### src/logic/bus_ctl_defs.vh
// constants shared by the minimum-mode bus control logic
`ifndef BUS_CTL_DEFS_VH
`define BUS_CTL_DEFS_VH

// ****************************************************************
// bus cycle kinds
// ****************************************************************
`define KIND_W        3
`define KIND_MEM_RD   3'h0
`define KIND_MEM_WR   3'h1
`define KIND_IO_RD    3'h2
`define KIND_IO_WR    3'h3
`define KIND_INT_ACK  3'h4

// ****************************************************************
// timing and vectors
// ****************************************************************
`define HALF_FIRST    1'h0
`define HALF_SECOND   1'h1
`define NMI_TYPE      8'h02
`define SYNC_W        4
`define SYNC_NMI      0
`define SYNC_RESET    1
`define SYNC_HOLD     2
`define SYNC_READY    3

`endif

### src/logic/two_flop_sync.v
// two flip-flop synchroniser for asynchronous pin levels
`timescale 1ns/1ps
`default_nettype none
module two_flop_sync #(
    parameter WIDTH = 1
) (
    input  wire             core_clk,
    input  wire             rst_b,
    input  wire [WIDTH-1:0] async_in,
    output wire [WIDTH-1:0] sync_out
);
    reg [WIDTH-1:0] first_reg;
    reg [WIDTH-1:0] second_reg;

    always @(posedge core_clk) begin
        if (!rst_b) begin
            first_reg  <= {WIDTH{1'b0}};
            second_reg <= {WIDTH{1'b0}};
        end else begin
            first_reg  <= async_in;
            second_reg <= first_reg;
        end
    end

    assign sync_out = second_reg;
endmodule // two_flop_sync
`default_nettype wire

### src/logic/cpu_min_mode_bus_control.v
// minimum-mode bus strobe, nmi, reset and hold control
`timescale 1ns/1ps
`default_nettype none
`include "bus_ctl_defs.vh"
module cpu_min_mode_bus_control (
    input  wire                 core_clk,
    input  wire                 rst_b,
    input  wire                 reset_pin,
    input  wire                 nmi_pin,
    input  wire                 hold_request,
    input  wire                 bus_ready,
    input  wire                 min_max_mode_strap,
    input  wire                 req_valid,
    input  wire [`KIND_W-1:0]   req_kind,
    output wire                 req_ready,
    input  wire                 instr_done,
    output reg                  cycle_done,
    output reg                  nmi_take,
    output reg  [7:0]           nmi_vector_type,
    output reg                  restart,
    output wire                 core_in_reset,
    output reg                  hold_grant,
    output reg                  addr_latch_strobe,
    output reg                  io_mem_select,
    output wire                 io_mem_select_oe_n,
    output reg                  write_strobe_n,
    output wire                 write_strobe_oe_n,
    output reg                  interrupt_ack_strobe_n,
    output reg                  transfer_direction,
    output wire                 transfer_direction_oe_n,
    output reg                  transceiver_output_enable_n,
    output wire                 transceiver_output_enable_oe_n
);

    // ************************************************************
    // state encoding
    // ************************************************************
    localparam [2:0] ST_IDLE = 3'h0;
    localparam [2:0] ST_PRE  = 3'h1;
    localparam [2:0] ST_T1   = 3'h2;
    localparam [2:0] ST_T2   = 3'h3;
    localparam [2:0] ST_T3   = 3'h4;
    localparam [2:0] ST_TW   = 3'h5;
    localparam [2:0] ST_T4   = 3'h6;
    localparam [2:0] ST_HOLD = 3'h7;

    // ************************************************************
    // decode helpers
    // ************************************************************
    function is_write;
        input [`KIND_W-1:0] k;
        begin
            is_write = (k == `KIND_MEM_WR) || (k == `KIND_IO_WR);
        end
    endfunction

    function is_io;
        input [`KIND_W-1:0] k;
        begin
            is_io = (k == `KIND_IO_RD) || (k == `KIND_IO_WR);
        end
    endfunction

    function is_int_ack;
        input [`KIND_W-1:0] k;
        begin
            is_int_ack = (k == `KIND_INT_ACK);
        end
    endfunction

    // ************************************************************
    // pin synchronisers
    // ************************************************************
    wire [`SYNC_W-1:0] pins_sync;
    wire               nmi_s;
    wire               reset_s;
    wire               hold_s;
    wire               ready_s;

    two_flop_sync #(
        .WIDTH (`SYNC_W)
    ) u_pin_sync (
        .core_clk (core_clk),
        .rst_b    (rst_b),
        .async_in ({bus_ready, hold_request, reset_pin, nmi_pin}),
        .sync_out (pins_sync)
    );

    assign nmi_s   = pins_sync[`SYNC_NMI];
    assign reset_s = pins_sync[`SYNC_RESET];
    assign hold_s  = pins_sync[`SYNC_HOLD];
    assign ready_s = pins_sync[`SYNC_READY];

    // the strap is static: caught by two clocked stages after release
    reg strap_meta_reg;
    reg min_mode_reg;

    always @(posedge core_clk) begin
        if (!rst_b) begin
            strap_meta_reg <= 1'b1;
            min_mode_reg   <= 1'b1;
        end else begin
            strap_meta_reg <= min_max_mode_strap;
            min_mode_reg   <= strap_meta_reg;
        end
    end

    // ************************************************************
    // reset pin and restart
    // ************************************************************
    reg reset_prev_reg;

    always @(posedge core_clk) begin
        if (!rst_b) begin
            reset_prev_reg <= 1'b0;
            restart        <= 1'b0;
        end else begin
            reset_prev_reg <= reset_s;
            restart        <= reset_prev_reg && !reset_s;
        end
    end

    assign core_in_reset = reset_s;

    // ************************************************************
    // non-maskable interrupt
    // ************************************************************
    // no mask input exists, every rising edge outside reset is kept pending
    reg  nmi_prev_reg;
    reg  nmi_pend_reg;
    wire nmi_rise;
    wire nmi_fire;

    assign nmi_rise = nmi_s && !nmi_prev_reg;
    assign nmi_fire = nmi_pend_reg && instr_done && !reset_s;

    always @(posedge core_clk) begin
        if (!rst_b) begin
            nmi_prev_reg    <= 1'b0;
            nmi_pend_reg    <= 1'b0;
            nmi_take        <= 1'b0;
            nmi_vector_type <= 8'h00;
        end else begin
            nmi_prev_reg <= nmi_s;
            if (reset_s) begin
                nmi_pend_reg <= 1'b0;
            end else if (nmi_rise) begin
                // a new edge wins over the take in the same cycle
                nmi_pend_reg <= 1'b1;
            end else if (nmi_fire) begin
                nmi_pend_reg <= 1'b0;
            end
            nmi_take        <= nmi_fire;
            nmi_vector_type <= `NMI_TYPE;
        end
    end

    // ************************************************************
    // bus cycle sequencer
    // ************************************************************
    reg  [2:0]         state_reg;
    reg  [2:0]         state_next;
    reg                half_reg;
    reg                half_next;
    reg  [`KIND_W-1:0] kind_reg;
    reg                float_reg;
    reg                float_next;
    reg                done_next;
    wire               accept;

    assign req_ready = (state_reg == ST_IDLE) && !reset_s && !hold_s;
    assign accept    = req_valid && req_ready;

    always @* begin
        state_next = state_reg;
        half_next  = ~half_reg;
        float_next = float_reg;
        done_next  = 1'b0;
        case (state_reg)
            ST_IDLE: begin
                half_next = `HALF_FIRST;
                if (hold_s) begin
                    state_next = ST_HOLD;
                    float_next = 1'b1;
                end else if (accept) begin
                    state_next = ST_PRE;
                    float_next = 1'b0;
                end
            end
            ST_PRE: begin
                if (half_reg == `HALF_SECOND) begin
                    state_next = ST_T1;
                end
            end
            ST_T1: begin
                if (half_reg == `HALF_SECOND) begin
                    state_next = ST_T2;
                end
            end
            ST_T2: begin
                if (half_reg == `HALF_SECOND) begin
                    state_next = ST_T3;
                end
            end
            ST_T3, ST_TW: begin
                if (half_reg == `HALF_SECOND) begin
                    state_next = ready_s ? ST_T4 : ST_TW;
                end
            end
            ST_T4: begin
                if (half_reg == `HALF_SECOND) begin
                    state_next = ST_IDLE;
                    done_next  = 1'b1;
                end
            end
            ST_HOLD: begin
                half_next = `HALF_FIRST;
                if (!hold_s) begin
                    state_next = ST_IDLE;
                end
            end
            default: begin
                state_next = ST_IDLE;
                half_next  = `HALF_FIRST;
            end
        endcase
        if (reset_s) begin
            state_next = ST_IDLE;
            half_next  = `HALF_FIRST;
            done_next  = 1'b0;
        end
    end

    always @(posedge core_clk) begin
        if (!rst_b) begin
            state_reg  <= ST_IDLE;
            half_reg   <= `HALF_FIRST;
            kind_reg   <= `KIND_MEM_RD;
            float_reg  <= 1'b0;
            hold_grant <= 1'b0;
            cycle_done <= 1'b0;
        end else begin
            state_reg  <= state_next;
            half_reg   <= half_next;
            float_reg  <= float_next;
            hold_grant <= (state_next == ST_HOLD);
            cycle_done <= done_next;
            if (accept) begin
                kind_reg <= req_kind;
            end
        end
    end

    // ************************************************************
    // strobe generation
    // ************************************************************
    reg  ale_next;
    reg  iom_next;
    reg  dir_next;
    reg  wr_n_next;
    reg  interrupt_ack_strobe_n_n_next;
    reg  den_n_next;
    reg  in_cycle;
    reg  data_phase;
    reg  [`KIND_W-1:0] k;
    reg  float_pins_reg;

    always @* begin
        k          = accept ? req_kind : kind_reg;
        in_cycle   = (state_next != ST_IDLE) && (state_next != ST_HOLD);
        data_phase = (state_next == ST_T2) || (state_next == ST_T3) ||
                     (state_next == ST_TW);
        ale_next   = (state_next == ST_T1) &&
                     (half_next == `HALF_SECOND);
        iom_next   = in_cycle ? is_io(k) : io_mem_select;
        dir_next   = in_cycle ? is_write(k) : transfer_direction;
        wr_n_next  = !(data_phase && is_write(k));
        interrupt_ack_strobe_n_n_next = !(data_phase && is_int_ack(k));
        if (is_write(k)) begin
            den_n_next = !(data_phase ||
                           ((state_next == ST_T4) &&
                            (half_next == `HALF_FIRST)));
        end else begin
            den_n_next = !(((state_next == ST_T2) &&
                            (half_next == `HALF_SECOND)) ||
                           (state_next == ST_T3) ||
                           (state_next == ST_TW) ||
                           ((state_next == ST_T4) &&
                            (half_next == `HALF_FIRST)));
        end
        if (reset_s) begin
            den_n_next  = 1'b1;
            wr_n_next   = 1'b1;
            interrupt_ack_strobe_n_n_next = 1'b1;
        end
    end

    always @(posedge core_clk) begin
        if (!rst_b) begin
            addr_latch_strobe           <= 1'b0;
            io_mem_select               <= 1'b0;
            transfer_direction          <= 1'b0;
            write_strobe_n              <= 1'b1;
            interrupt_ack_strobe_n      <= 1'b1;
            transceiver_output_enable_n <= 1'b1;
            float_pins_reg              <= 1'b0;
        end else begin
            addr_latch_strobe           <= ale_next;
            io_mem_select               <= iom_next;
            transfer_direction          <= dir_next;
            write_strobe_n              <= wr_n_next;
            interrupt_ack_strobe_n      <= interrupt_ack_strobe_n_n_next;
            transceiver_output_enable_n <= den_n_next;
            float_pins_reg <= float_next || !min_mode_reg;
        end
    end

    // ************************************************************
    // pin drivers: enable low while driving
    // ************************************************************
    assign io_mem_select_oe_n             = float_pins_reg;
    assign write_strobe_oe_n              = float_pins_reg;
    assign transfer_direction_oe_n        = float_pins_reg;
    assign transceiver_output_enable_oe_n = float_pins_reg;

endmodule // cpu_min_mode_bus_control
`default_nettype wire

### config.mk
export PLATFORM = sky130hd
export DESIGN_NAME = cpu_min_mode_bus_control
export DESIGN_NICKNAME = d
export VERILOG_FILES = /design/src/logic/two_flop_sync.v /design/src/logic/cpu_min_mode_bus_control.v
export VERILOG_INCLUDE_DIRS = /design/src /design/src/logic
export SDC_FILE = /design/constraint.sdc
export NUM_CORES = 1
export LEC_CHECK = 0
export ABC_AREA = 1
export BUFFER_PORTS_ARGS = -buffer_cell sky130_fd_sc_hd__clkbuf_2
export CAP_MARGIN = 20
export CORE_ASPECT_RATIO = 1.25
export CORE_MARGIN = 4
export CORE_UTILIZATION = 56
export DETAILED_ROUTE_END_ITERATION = 10
export GPL_ROUTABILITY_DRIVEN = 0
export GPL_TIMING_DRIVEN = 0
export HOLD_SLACK_MARGIN = 0.02
export PLACE_DENSITY = 0.83
export SETUP_SLACK_MARGIN = 0.3
export SLEW_MARGIN = 10
export SYNTH_ARGS = -nofsm -noshare
export SYNTH_HDL_FRONTEND = slang
export SYNTH_HIERARCHICAL = 1
export SYNTH_SLANG_ARGS = --single-unit
export TNS_END_PERCENT = 30
### constraint.sdc
create_clock -name core_clk -period 3 [get_ports core_clk]
set_clock_uncertainty 0.15 [all_clocks]
set_input_delay 0.3 -clock core_clk [delete_from_list [all_inputs] [get_ports core_clk]]
set_output_delay 0.3 -clock core_clk [all_outputs]
set_load 0.01 [all_outputs]
==> results of run 1 <==
## per-layer routing
layer / track usage [%] / routed length [um]
met5: 0 / 0
met1: 21.0 / 1120
met4: 11.2 / 75
met3: 6.58 / 183
met2: 34.9 / 1600
## logic make-up (layout without fill, tap and decap cells)
kind of cell | count (synthesis) | after routing
AO/OA/AOI/OAI | 12 | 12
flip-flops | 33 | 33
buffers and inverters | 50 | 91
other | 1 | 7
AND/OR/NAND/NOR | 108 | 108
## through the flow
stage               worst slack (ns)  total power [mW]  hold slack, ns  util (%)
floorplan                       1.48              1.31           0.178         -
global placement                1.33              1.48           0.244      67.7
detailed placement              1.33              1.50           0.244      67.7
CTS                             1.22              1.92          0.0240      73.8
global route                    1.09              2.08          0.0303      73.8
finish                          1.24              1.91          0.0346      73.8
## worst min-delay path by stage
stage / startpoint / to / slack (ns) / cells past startpoint
floorplan: rst_b / nmi_vector_type[1] / 0.18 / 0
global placement: u_pin_sync/first_reg[2] / u_pin_sync/sync_out[2] / 0.24 / 2
detailed placement: min_mode_reg / io_mem_select_oe_n / 0.24 / 1
CTS: rst_b / nmi_vector_type[1] / 0.02 / 1
global route: rst_b / nmi_vector_type[1] / 0.03 / 1
finish: rst_b / nmi_vector_type[1] / 0.03 / 1
## what timing repair did
action	4_1_cts	5_1_grt
hold buffers	5	0
endpoints found under the hold margin	5	0
endpoints found under the setup margin	0	0
## power by group through the flow
stage / logic [mW] / clock network, mW / registers [mW]
detailed placement: 0.939 / 0 / 0.564
CTS: 0.952 / 0.414 / 0.555
floorplan: 0.741 / 0 / 0.571
finish: 0.952 / 0.406 / 0.555
global route: 1.08 / 0.439 / 0.564
global placement: 0.921 / 0 / 0.560
## final cells by class
| type | count | area, um2 | share of cell area [%] |
|---|---|---|---|
| sequential | 33 | 661 | 35.8 |
| multi-input combinational | 127 | 611 | 33.1 |
| timing repair buffer | 33 | 190 | 10.3 |
| inverter | 36 | 135 | 7.32 |
| buffer | 14 | 106 | 5.76 |
| clock inverter | 3 | 65.1 | 3.52 |
| tap | 33 | 41.3 | 2.24 |
| clock buffer | 5 | 37.5 | 2.03 |
## Yosys cell counts (2+ instances only)
cell type,number,area [um2]
nor3_1,2,10.0
nand2_1,46,173
nor2_1,23,86.3
dfxtp_1,33,661
nor2_2,4,25.0
buf_6,2,22.5
buf_4,10,75.1
o21ai_0,2,10.0
nand2_2,7,43.8
inv_1,32,120
inv_2,4,15.0
or2_2,2,12.5
nand4_1,4,25.0
o21ai_1,2,10.0
a21oi_1,5,25.0
nand3_1,15,75.1
## worst register-to-register path: stages (launching register included)
cell     delay [ns]
dfxtp_1        0.32
buf_6          0.14
inv_2          0.09
nor2_2         0.04
nand2_2        0.09
nand3_1        0.10
nor2_1         0.16
nand3_2        0.13
nand2_1        0.12
nand2_1        0.07
nor2_2         0.10
nand3_1        0.08
==> impl_metrics.toml, run 1 <==
[status]
status = "complete, no violations"

[floorplanning]
initial_core_util_pct = 59.5
ioPinCount = 36
die_w_um = 54.1
core_um2 = 2500
die_h_um = 65.7
num_rows = 20
die-area_um2 = 3560

[cts]
h-tree-depth = 2
cts_resized = 0
worstSkewPairLatency_ns = 0.34
cts_buffer_depth = 2
root_buffer = "clkbuf_4"
cts_made_buffers = 5
path_clk_slew_ns = 0.10
cts_tree = "done"
cts_setup_buffers = 0
cts.sinks = 33

[global_routing]
antenna_found_initial = 0
grt_pass1_wl_um = 5130
grt.overflow.total = 0
track_usage_pct = 20.4
grt_max_degree = 12
grt_pass1_vias = 1222

[cells_and_area]
syn_to_final_growth_pct = 23.9
fillers = 207
drive_gt1_share_pct = 27.9
fin_cells = 284
num_antenna_cells = 0
fin_area_um2 = 1850
layout_common_cells = "46 x nand2_1, 33 x dfxtp_1, 32 x inv_1"
mostFrequentLayoutCell = "nand2_1"
fin_nets = 262

[yosys]
synthAdderAreaFrac_pct = 0
synth_top_family_by_area = "simple AND/OR/NAND/NOR gates"
yosys_register_bits = 33
synth_compound_area_share_pct = 4.62
synth_ff_type = "dfxtp_1"
avgSynthCellArea_um2 = 7.30
synth_edf_count = 0
yosys.cell_types.count = 27
ys_seq_area_share_pct = 44.3
syn_area_um2 = 1490
yosys_warnings = 6
synthArstFlopShare_pct = 0
yosys.area_share.simple_pct = 34.6
synth-xor-area-share_pct = 0
synth_mux_area_share_pct = 0
syn_inst = 204

[worst_setup_path]
timing.critical_path.cells = "buf_6 > nor2_8 > nand3_4 > nor2_4 > clkbuf_2"
endpoint_kind = "primary output"
startpoint = "state_reg[0]"
worstPathArrival_ns = 1.31
reg2reg_to = "write_strobe_n"
crit_required_ns = 2.55
worstPathMaxFanout = 8
worstRegToRegCells = 11
crit_type = "reg2out"
crit_buf_inv = 2
r2r-start = "state_reg[2]"
cp_slowest_cell = "dfxtp_1"
r2r_slack_ns = 1.28
path_depth = 5
crit_end = "req_ready"
cp-start-kind = "register"
critical-path-top-delay-family = "simple AND/OR/NAND/NOR gates"
slowest_delay_ns = 0.32

[pwr]
combPwrFrac_pct = 49.8
vdd_drop_max_v = 0.000814
power.leakage_nw = 1.02
intPower_mw = 1.11
switching_share_pct = 42.2
p_clk_share_pct = 21.2
pwr_density_cell_nw_per_um2 = 1040
p_seq_share_pct = 29.0
switching_power_uw = 807

[detailed_routing]
drc = 0
viasPerCell = 4.67
drt-pass1-iter-count = 4
drt_iter0_markers = 32
antenna_left = 0
routed_wl_um = 2980
vias = 1326
routedWlPerCell_um = 10.5

[timing]
timing.final.crit_share_pct = 58.7
finalHoldViolations = 0
setup_tns_ns = 0
setup_violations = 0
fmax_mhz = 568
finalCriticalPeriod_ns = 1.76
drv_slew = 0
rsz0062_at_grt = "no"

[hold_path]
hold_class = "in2reg"

[placement]
port-buffer-count = 28
dpl-instance-area_um2 = 1690
dp_cells = 271
dp_hpwl_um = 2230

[flow_run]
maxCapViolations = 0
(Power assumes the default switching activity.)
==> run 2, diff against run 1 <==
--- a/config.mk
+++ b/config.mk
@@ -6,17 +6,17 @@
 export SDC_FILE = /design/constraint.sdc
 export NUM_CORES = 1
 export LEC_CHECK = 0
-export ABC_AREA = 1
+export ABC_AREA = 0
 export BUFFER_PORTS_ARGS = -buffer_cell sky130_fd_sc_hd__clkbuf_2
 export CAP_MARGIN = 20
 export CORE_ASPECT_RATIO = 1.25
 export CORE_MARGIN = 4
-export CORE_UTILIZATION = 56
+export CORE_UTILIZATION = 47
 export DETAILED_ROUTE_END_ITERATION = 10
 export GPL_ROUTABILITY_DRIVEN = 0
 export GPL_TIMING_DRIVEN = 0
 export HOLD_SLACK_MARGIN = 0.02
-export PLACE_DENSITY = 0.83
+export PLACE_DENSITY = 0.74
 export SETUP_SLACK_MARGIN = 0.3
 export SLEW_MARGIN = 10
 export SYNTH_ARGS = -nofsm -noshare
==> constraint.sdc (replaced) <==
create_clock -name core_clk -period 1.55 [get_ports core_clk]
set_clock_uncertainty 0.15 [all_clocks]
set_input_delay 0.155 -clock core_clk [delete_from_list [all_inputs] [get_ports core_clk]]
set_output_delay 0.155 -clock core_clk [all_outputs]
set_load 0.01 [all_outputs]
==> run 2 against run 1 <==
  * Routed wire length rose by 43%
  * The run now ends with negative setup slack left
  * Combinational power rose by 9%
  * Largest power group unchanged
  * Final cell count fell by 3.2%
  * Utilization fell by 0.98 points
  * Sequential cell count did not move
==> impl_metrics.toml, run 2 <==
[flow_run]
maxCapViolations = 0

[floorplanning]
die_w_um = 59.3
ioPinCount = 36
num_rows = 23
die_h_um = 72.1
core_um2 = 3190
initial_core_util_pct = 48.3
die-area_um2 = 4270

[timing]
rsz0062_at_grt = "yes"
finalCriticalPeriod_ns = 1.96
setup_slack_ns = -0.410
drv_slew = 0
setup_tns_ns = -2.74
setup_violations = 13
timing.final.crit_share_pct = 126
finalHoldViolations = 0
fmax_mhz = 510

[worst_setup_path]
worstPathArrival_ns = 1.98
crit_type = "reg2reg"
worstPathMaxFanout = 6
r2r-start = "state_reg[2]"
critical-path-top-delay-family = "simple AND/OR/NAND/NOR gates"
slowest_delay_ns = 0.37
r2r_slack_ns = -0.41
crit_required_ns = 1.57
reg2reg_to = "transfer_direction"
cp-start-kind = "register"
cp_slowest_cell = "dfxtp_4"
crit_buf_inv = 1
endpoint_kind = "register"
timing.critical_path.cells = "buf_6 > nor4_4 > nor2_2 > mux2_4 > or3_4 > o2111a_1"
worstRegToRegCells = 6

[placement]
dp_cells = 231
port-buffer-count = 28
dp_hpwl_um = 2380

[cts]
cts.sinks = 33
cts_made_buffers = 5
cts_tree = "done"
worstSkewPairLatency_ns = 0.28
root_buffer = "clkbuf_8"
cts_buffer_depth = 2
path_clk_slew_ns = 0.07
h-tree-depth = 2

[detailed_routing]
viasPerCell = 5.32
antenna_left = 0
drt_iter0_markers = 49
wl_met1_um = 1560
routedWlPerCell_um = 15.5
vias = 1463
routed_wl_um = 4250
wl_met3_um = 200
drt-pass1-iter-count = 4
met2WireLength_um = 2310
drc = 0
top_layer = "met4"

[yosys]
synth_top_area_cell = "dfxtp_1"
yosys.cell_types.count = 47
yosys-top-cells-area = "dfxtp_1 43%, buf_4 6.3%, and2_1 5.7%"
avgSynthCellArea_um2 = 9.65
synth_commonest_cells = "33 x dfxtp_1, 14 x and2_1, 13 x buf_4"
yosys_warnings = 6
synth_ff_type = "dfxtp_1"
syn_inst = 160
synthArstFlopShare_pct = 0
synth_edf_count = 0
ys_seq_area_share_pct = 42.8
yosysMostFrequentCell = "dfxtp_1"
yosys_register_bits = 33
yosysTopAreaCellShare_pct = 42.8
syn_area_um2 = 1540

[global_routing]
grt.overflow.total = 0
track_usage_pct = 18.7
antenna_found_initial = 0
grt_pass1_vias = 1360
grt_pass1_wl_um = 6060
grt_max_degree = 11

[cells_and_area]
num_antenna_cells = 0
fin_nets = 249
layout_common_cells = "35 x buf_4, 28 x dfxtp_1, 28 x clkbuf_2"
syn_to_final_growth_pct = 50.6
fin_cells = 275
ff_latch_area_um2 = 677
fillers = 212
drive_gt1_share_pct = 47.1
multi_input_area_um2 = 893
mostFrequentLayoutCell = "buf_4"

[pwr]
power.leakage_nw = 1.05
vdd_drop_max_v = 0.00116
pwr_density_cell_nw_per_um2 = 1230
power_mw = 2.85

[status]
status = "finished, violations left"
violations = "negative setup slack"

[hold_path]
hold_depth = 2
hold_class = "in2reg"
hold_start = "rst_b"
hold_path_end = "u_pin_sync/sync_out[1]"
## run 2: cell type report
cell class	instances	area share (%)
Inverter	3	0.646
Multi-Input combinational cell	113	38.4
Sequential cell	33	29.1
Buffer	17	5.97
Clock buffer	7	3.71
Clock inverter	1	1.29
Timing Repair Buffer	64	18.9
Tap cell	37	1.99
## run 2: metal layers
metal  vias up  GRT usage (%)
met2        53           33.0
met5         -              0
met4         0           10.1
met1       689           19.6
li1        703              -
met3        18           4.63
## run 2: per-stage QoR
stage          util (%)  instance area (um2)  setup slack, ns  hold slack (ns)
3_5_place_dp       55.6                 1780           -0.556            0.200
4_1_cts            66.3                 2120           -0.401           0.0254
5_1_grt            72.8                 2330           -0.488           0.0542
2_1_floorplan         -                 1590           -0.303           0.0327
3_3_place_gp       55.6                 1780           -0.499            0.188
6_report           72.8                 2330           -0.410           0.0295
## run 2: cell families (layout without fill, tap and decap cells)
| logic type | Yosys count | in the layout | share of synthesized area (%) |
|---|---|---|---|
| flops | 33 | 33 | 42.8 |
| buf+inv | 20 | 92 | 8.59 |
| compound gates | 27 | 27 | 14.0 |
| other cells | 1 | 7 | 0.243 |
| mux | 6 | 6 | 3.97 |
| simple gates | 73 | 73 | 30.4 |
## run 2: worst register-to-register path: stages, from the launching register on
cell and delay, ns:
dfxtp_4 0.37, buf_6 0.14, nor4_4 0.32, nor2_2 0.09, mux2_4 0.30, or3_4 0.33
o2111a_1 0.14
## run 2: report_power, final
part / switching, mW / leakage (nW) / internal [mW] / total [mW]
Sequential: 0.0615 / 0.274 / 0.926 / 0.987
Clock: 0.302 / 0.0585 / 0.524 / 0.826
Combinational: 0.505 / 0.714 / 0.532 / 1.04
## run 2: timing repair
item | CTS | global route
setup buffers | 11 | 16
hold endpoints to repair | 9 | 0
hold buffers | 8 | 0
resized for setup | 15 | 20
setup endpoints to repair | 17 | 19
pin swaps | 10 | 9
cloned | 0 | 1
## run 2: worst max path at each step
stage,from,endpoint,slack (ns),depth (start not counted)
floorplan,u_pin_sync/sync_out[2],interrupt_ack_strobe_n,-0.30,6
global placement,state_reg[1],transceiver_output_enable_n,-0.50,6
detailed placement,state_reg[1],transceiver_output_enable_n,-0.56,6
CTS,u_pin_sync/sync_out[2],transceiver_output_enable_n,-0.40,7
global route,u_pin_sync/sync_out[2],interrupt_ack_strobe_n,-0.49,6
finish,state_reg[2],transfer_direction,-0.41,6
==> run 3, diff against run 2 <==
--- a/config.mk
+++ b/config.mk
@@ -18,6 +18,7 @@
 export HOLD_SLACK_MARGIN = 0.02
 export PLACE_DENSITY = 0.74
 export SETUP_SLACK_MARGIN = 0.3
+export SKIP_LAST_GASP = 1
 export SLEW_MARGIN = 10
 export SYNTH_ARGS = -nofsm -noshare
 export SYNTH_HDL_FRONTEND = slang
==> constraint.sdc (replaced) <==
create_clock -name core_clk -period 1.55 [get_ports core_clk]
set_clock_uncertainty 0.15 [all_clocks]
set_input_delay 0.3875 -clock core_clk [delete_from_list [all_inputs] [get_ports core_clk]]
set_output_delay 0.3875 -clock core_clk [all_outputs]
set_load 0.01 [all_outputs]
==> run 3 against run 2 <==
  * First-iteration DRC count decreased by 27%
  * Sequential share of layout area increased by 2.1 points
  * The run still ends with negative setup slack left
  * Design area decreased by 6.8%
  * Maximum frequency decreased by 1.6%
  * Sequential power about the same
  * Critical path depth increased by 2
  * Non-clock buffer count decreased by 16
  * Combinational power decreased by 6%
  * Largest cell class unchanged
  * Die area unchanged
  * Clock power about the same
  * Register-to-register slack got worse by 0.03 ns
==> impl_metrics.toml, run 3 (same netlist as run 2, synthesis figures left out) <==
[worst_setup_path]
slowest_delay_ns = 0.38
crit_required_ns = 1.58
worstPathMaxFanout = 10
timing.critical_path.cells = "buf_8 > nand3_1 > a211oi_1 > a311o_2 > nor3_4 > buf_4 > a2bb2oi_1 > a311oi_1"
cp-start-kind = "register"
cp_slowest_cell = "dfxtp_4"
worstPathArrival_ns = 2.03
r2r-start = "state_reg[1]"
reg2reg_to = "io_mem_select"
worstRegToRegCells = 8
crit_type = "reg2reg"
endpoint_kind = "register"
r2r_slack_ns = -0.44

[timing]
max_slew_margin_pct = 66.7
setup_violations = 13
finalCriticalPeriod_ns = 1.99
rsz0062_at_grt = "yes"
setup_slack_ns = -0.442
drv_slew = 0
finalHoldViolations = 0
fmax_mhz = 502
timing.final.crit_share_pct = 128
worst_pin_slew_ns = 0.494

[floorplanning]
initial_core_util_pct = 48.3
core_um2 = 3190
ioPinCount = 36
die-area_um2 = 4270
die_w_um = 59.3
die_h_um = 72.1
num_rows = 23

[placement]
dp_hpwl_um = 2520
post-place-ws_ns = -0.493
port-buffer-count = 28
dpl-instance-area_um2 = 1780

[cells_and_area]
syn_to_final_growth_pct = 40.4
layout_common_cells = "30 x buf_4, 29 x dfxtp_1, 28 x clkbuf_2"
fin_area_um2 = 2170
mostFrequentLayoutCell = "buf_4"
drive_gt1_share_pct = 45.0
num_antenna_cells = 0
fin_nets = 233

[pwr]
power_mw = 2.79
switching_power_uw = 849
p_clk_share_pct = 29.6
vdd_drop_max_v = 0.00125
intPower_mw = 1.94
pwr_density_cell_nw_per_um2 = 1290
combPwrFrac_pct = 35.1
p_seq_share_pct = 35.3
switching_share_pct = 30.4
power.leakage_nw = 0.970

[detailed_routing]
drt-pass1-iter-count = 4
routedWlPerCell_um = 15.4
vias = 1383
drt_iter0_markers = 36
drc = 0
routed_wl_um = 3990
antenna_left = 0
viasPerCell = 5.34

[global_routing]
grt_pass1_wl_um = 6440
antenna_found_initial = 0
grt_pass1_vias = 1414
grt_max_degree = 11
track_usage_pct = 19.7
grt.overflow.total = 0

[hold_path]
hold_class = "in2reg"
hold_depth = 2
hold_path_end = "strap_meta_reg"
hold_start = "min_max_mode_strap"

[cts]
worstSkewPairLatency_ns = 0.29
cts.sinks = 33
cts_made_buffers = 5
cts_buffer_depth = 2
path_clk_slew_ns = 0.07
cts_hold_buf = 0
root_buffer = "clkbuf_8"
cts_tree = "done"
h-tree-depth = 2

[status]
violations = "negative setup slack"
status = "finished, violations left"

[flow_run]
maxCapViolations = 0
## run 3: worst max path at each step
stage                             endpoint  cells after the start                    from  slack (ns)
2_1_floorplan       interrupt_ack_strobe_n                      6  u_pin_sync/sync_out[2]       -0.30
3_3_place_gp        interrupt_ack_strobe_n                      6  u_pin_sync/sync_out[2]       -0.45
3_5_place_dp   transceiver_output_enable_n                      6            state_reg[1]       -0.49
4_1_cts        transceiver_output_enable_n                      7  u_pin_sync/sync_out[2]       -0.43
5_1_grt             interrupt_ack_strobe_n                      5            state_reg[0]       -0.50
6_report                     io_mem_select                      8            state_reg[1]       -0.44
## run 3: critical path, delay by kind of cell, from the launching register on
kind / cells / cell delay (ns)
AOI/OAI and AO/OA: 4 / 0.93
buffers and inverters: 2 / 0.31
DFF: 1 / 0.38
and+or+nand+nor: 2 / 0.13
## run 3: timing repair
item | CTS | global route
pin swaps | 10 | 7
resized for setup | 16 | 12
buffers inserted | 16 | 4
setup endpoints to repair | 36 | 39
## run 3: stage by stage
step | utilization (%) | std cells | TNS (ns) | hold WS [ns]
after global routing | 67.8 | 259 | -3.97 | 0.137
after global placement | 55.9 | 231 | -3.62 | 0.238
after detailed placement | 55.9 | 231 | -3.99 | 0.246
final | 67.8 | 259 | -3.05 | 0.128
after CTS | 65.4 | 255 | -2.80 | 0.130
after floorplan | - | 166 | -1.27 | 0.236
## run 3: per-layer routing
metal,part of all wire [%],up-vias,global-route usage (%)
met5,0,-,0
met4,2.4,0,9.07
met3,5.0,10,4.09
met2,58,55,37.1
met1,35,652,20.1
li1,-,666,-
## run 3: area by class of cell
| type | count | area (um2) |
|---|---|---|
| Multi-Input combinational cell | 113 | 881 |
| Clock buffer | 7 | 86.3 |
| Sequential cell | 33 | 676 |
| Inverter | 3 | 11.3 |
| Timing Repair Buffer | 48 | 298 |
| Tap cell | 37 | 46.3 |
| Clock inverter | 1 | 30.0 |
| Buffer | 17 | 139 |
| Fill cell | 253 | 1030 |
## run 3: power by group through the flow
| stage | clock (mW) | sequential (mW) | combinational [mW] |
|---|---|---|---|
| 6_report | 0.827 | 0.986 | 0.981 |
| 5_1_grt | 0.892 | 0.995 | 1.05 |
| 3_3_place_gp | 0 | 0.996 | 0.650 |
| 2_1_floorplan | 0 | 1.01 | 0.495 |
| 4_1_cts | 0.841 | 0.982 | 0.865 |
| 3_5_place_dp | 0 | 1.00 | 0.672 |
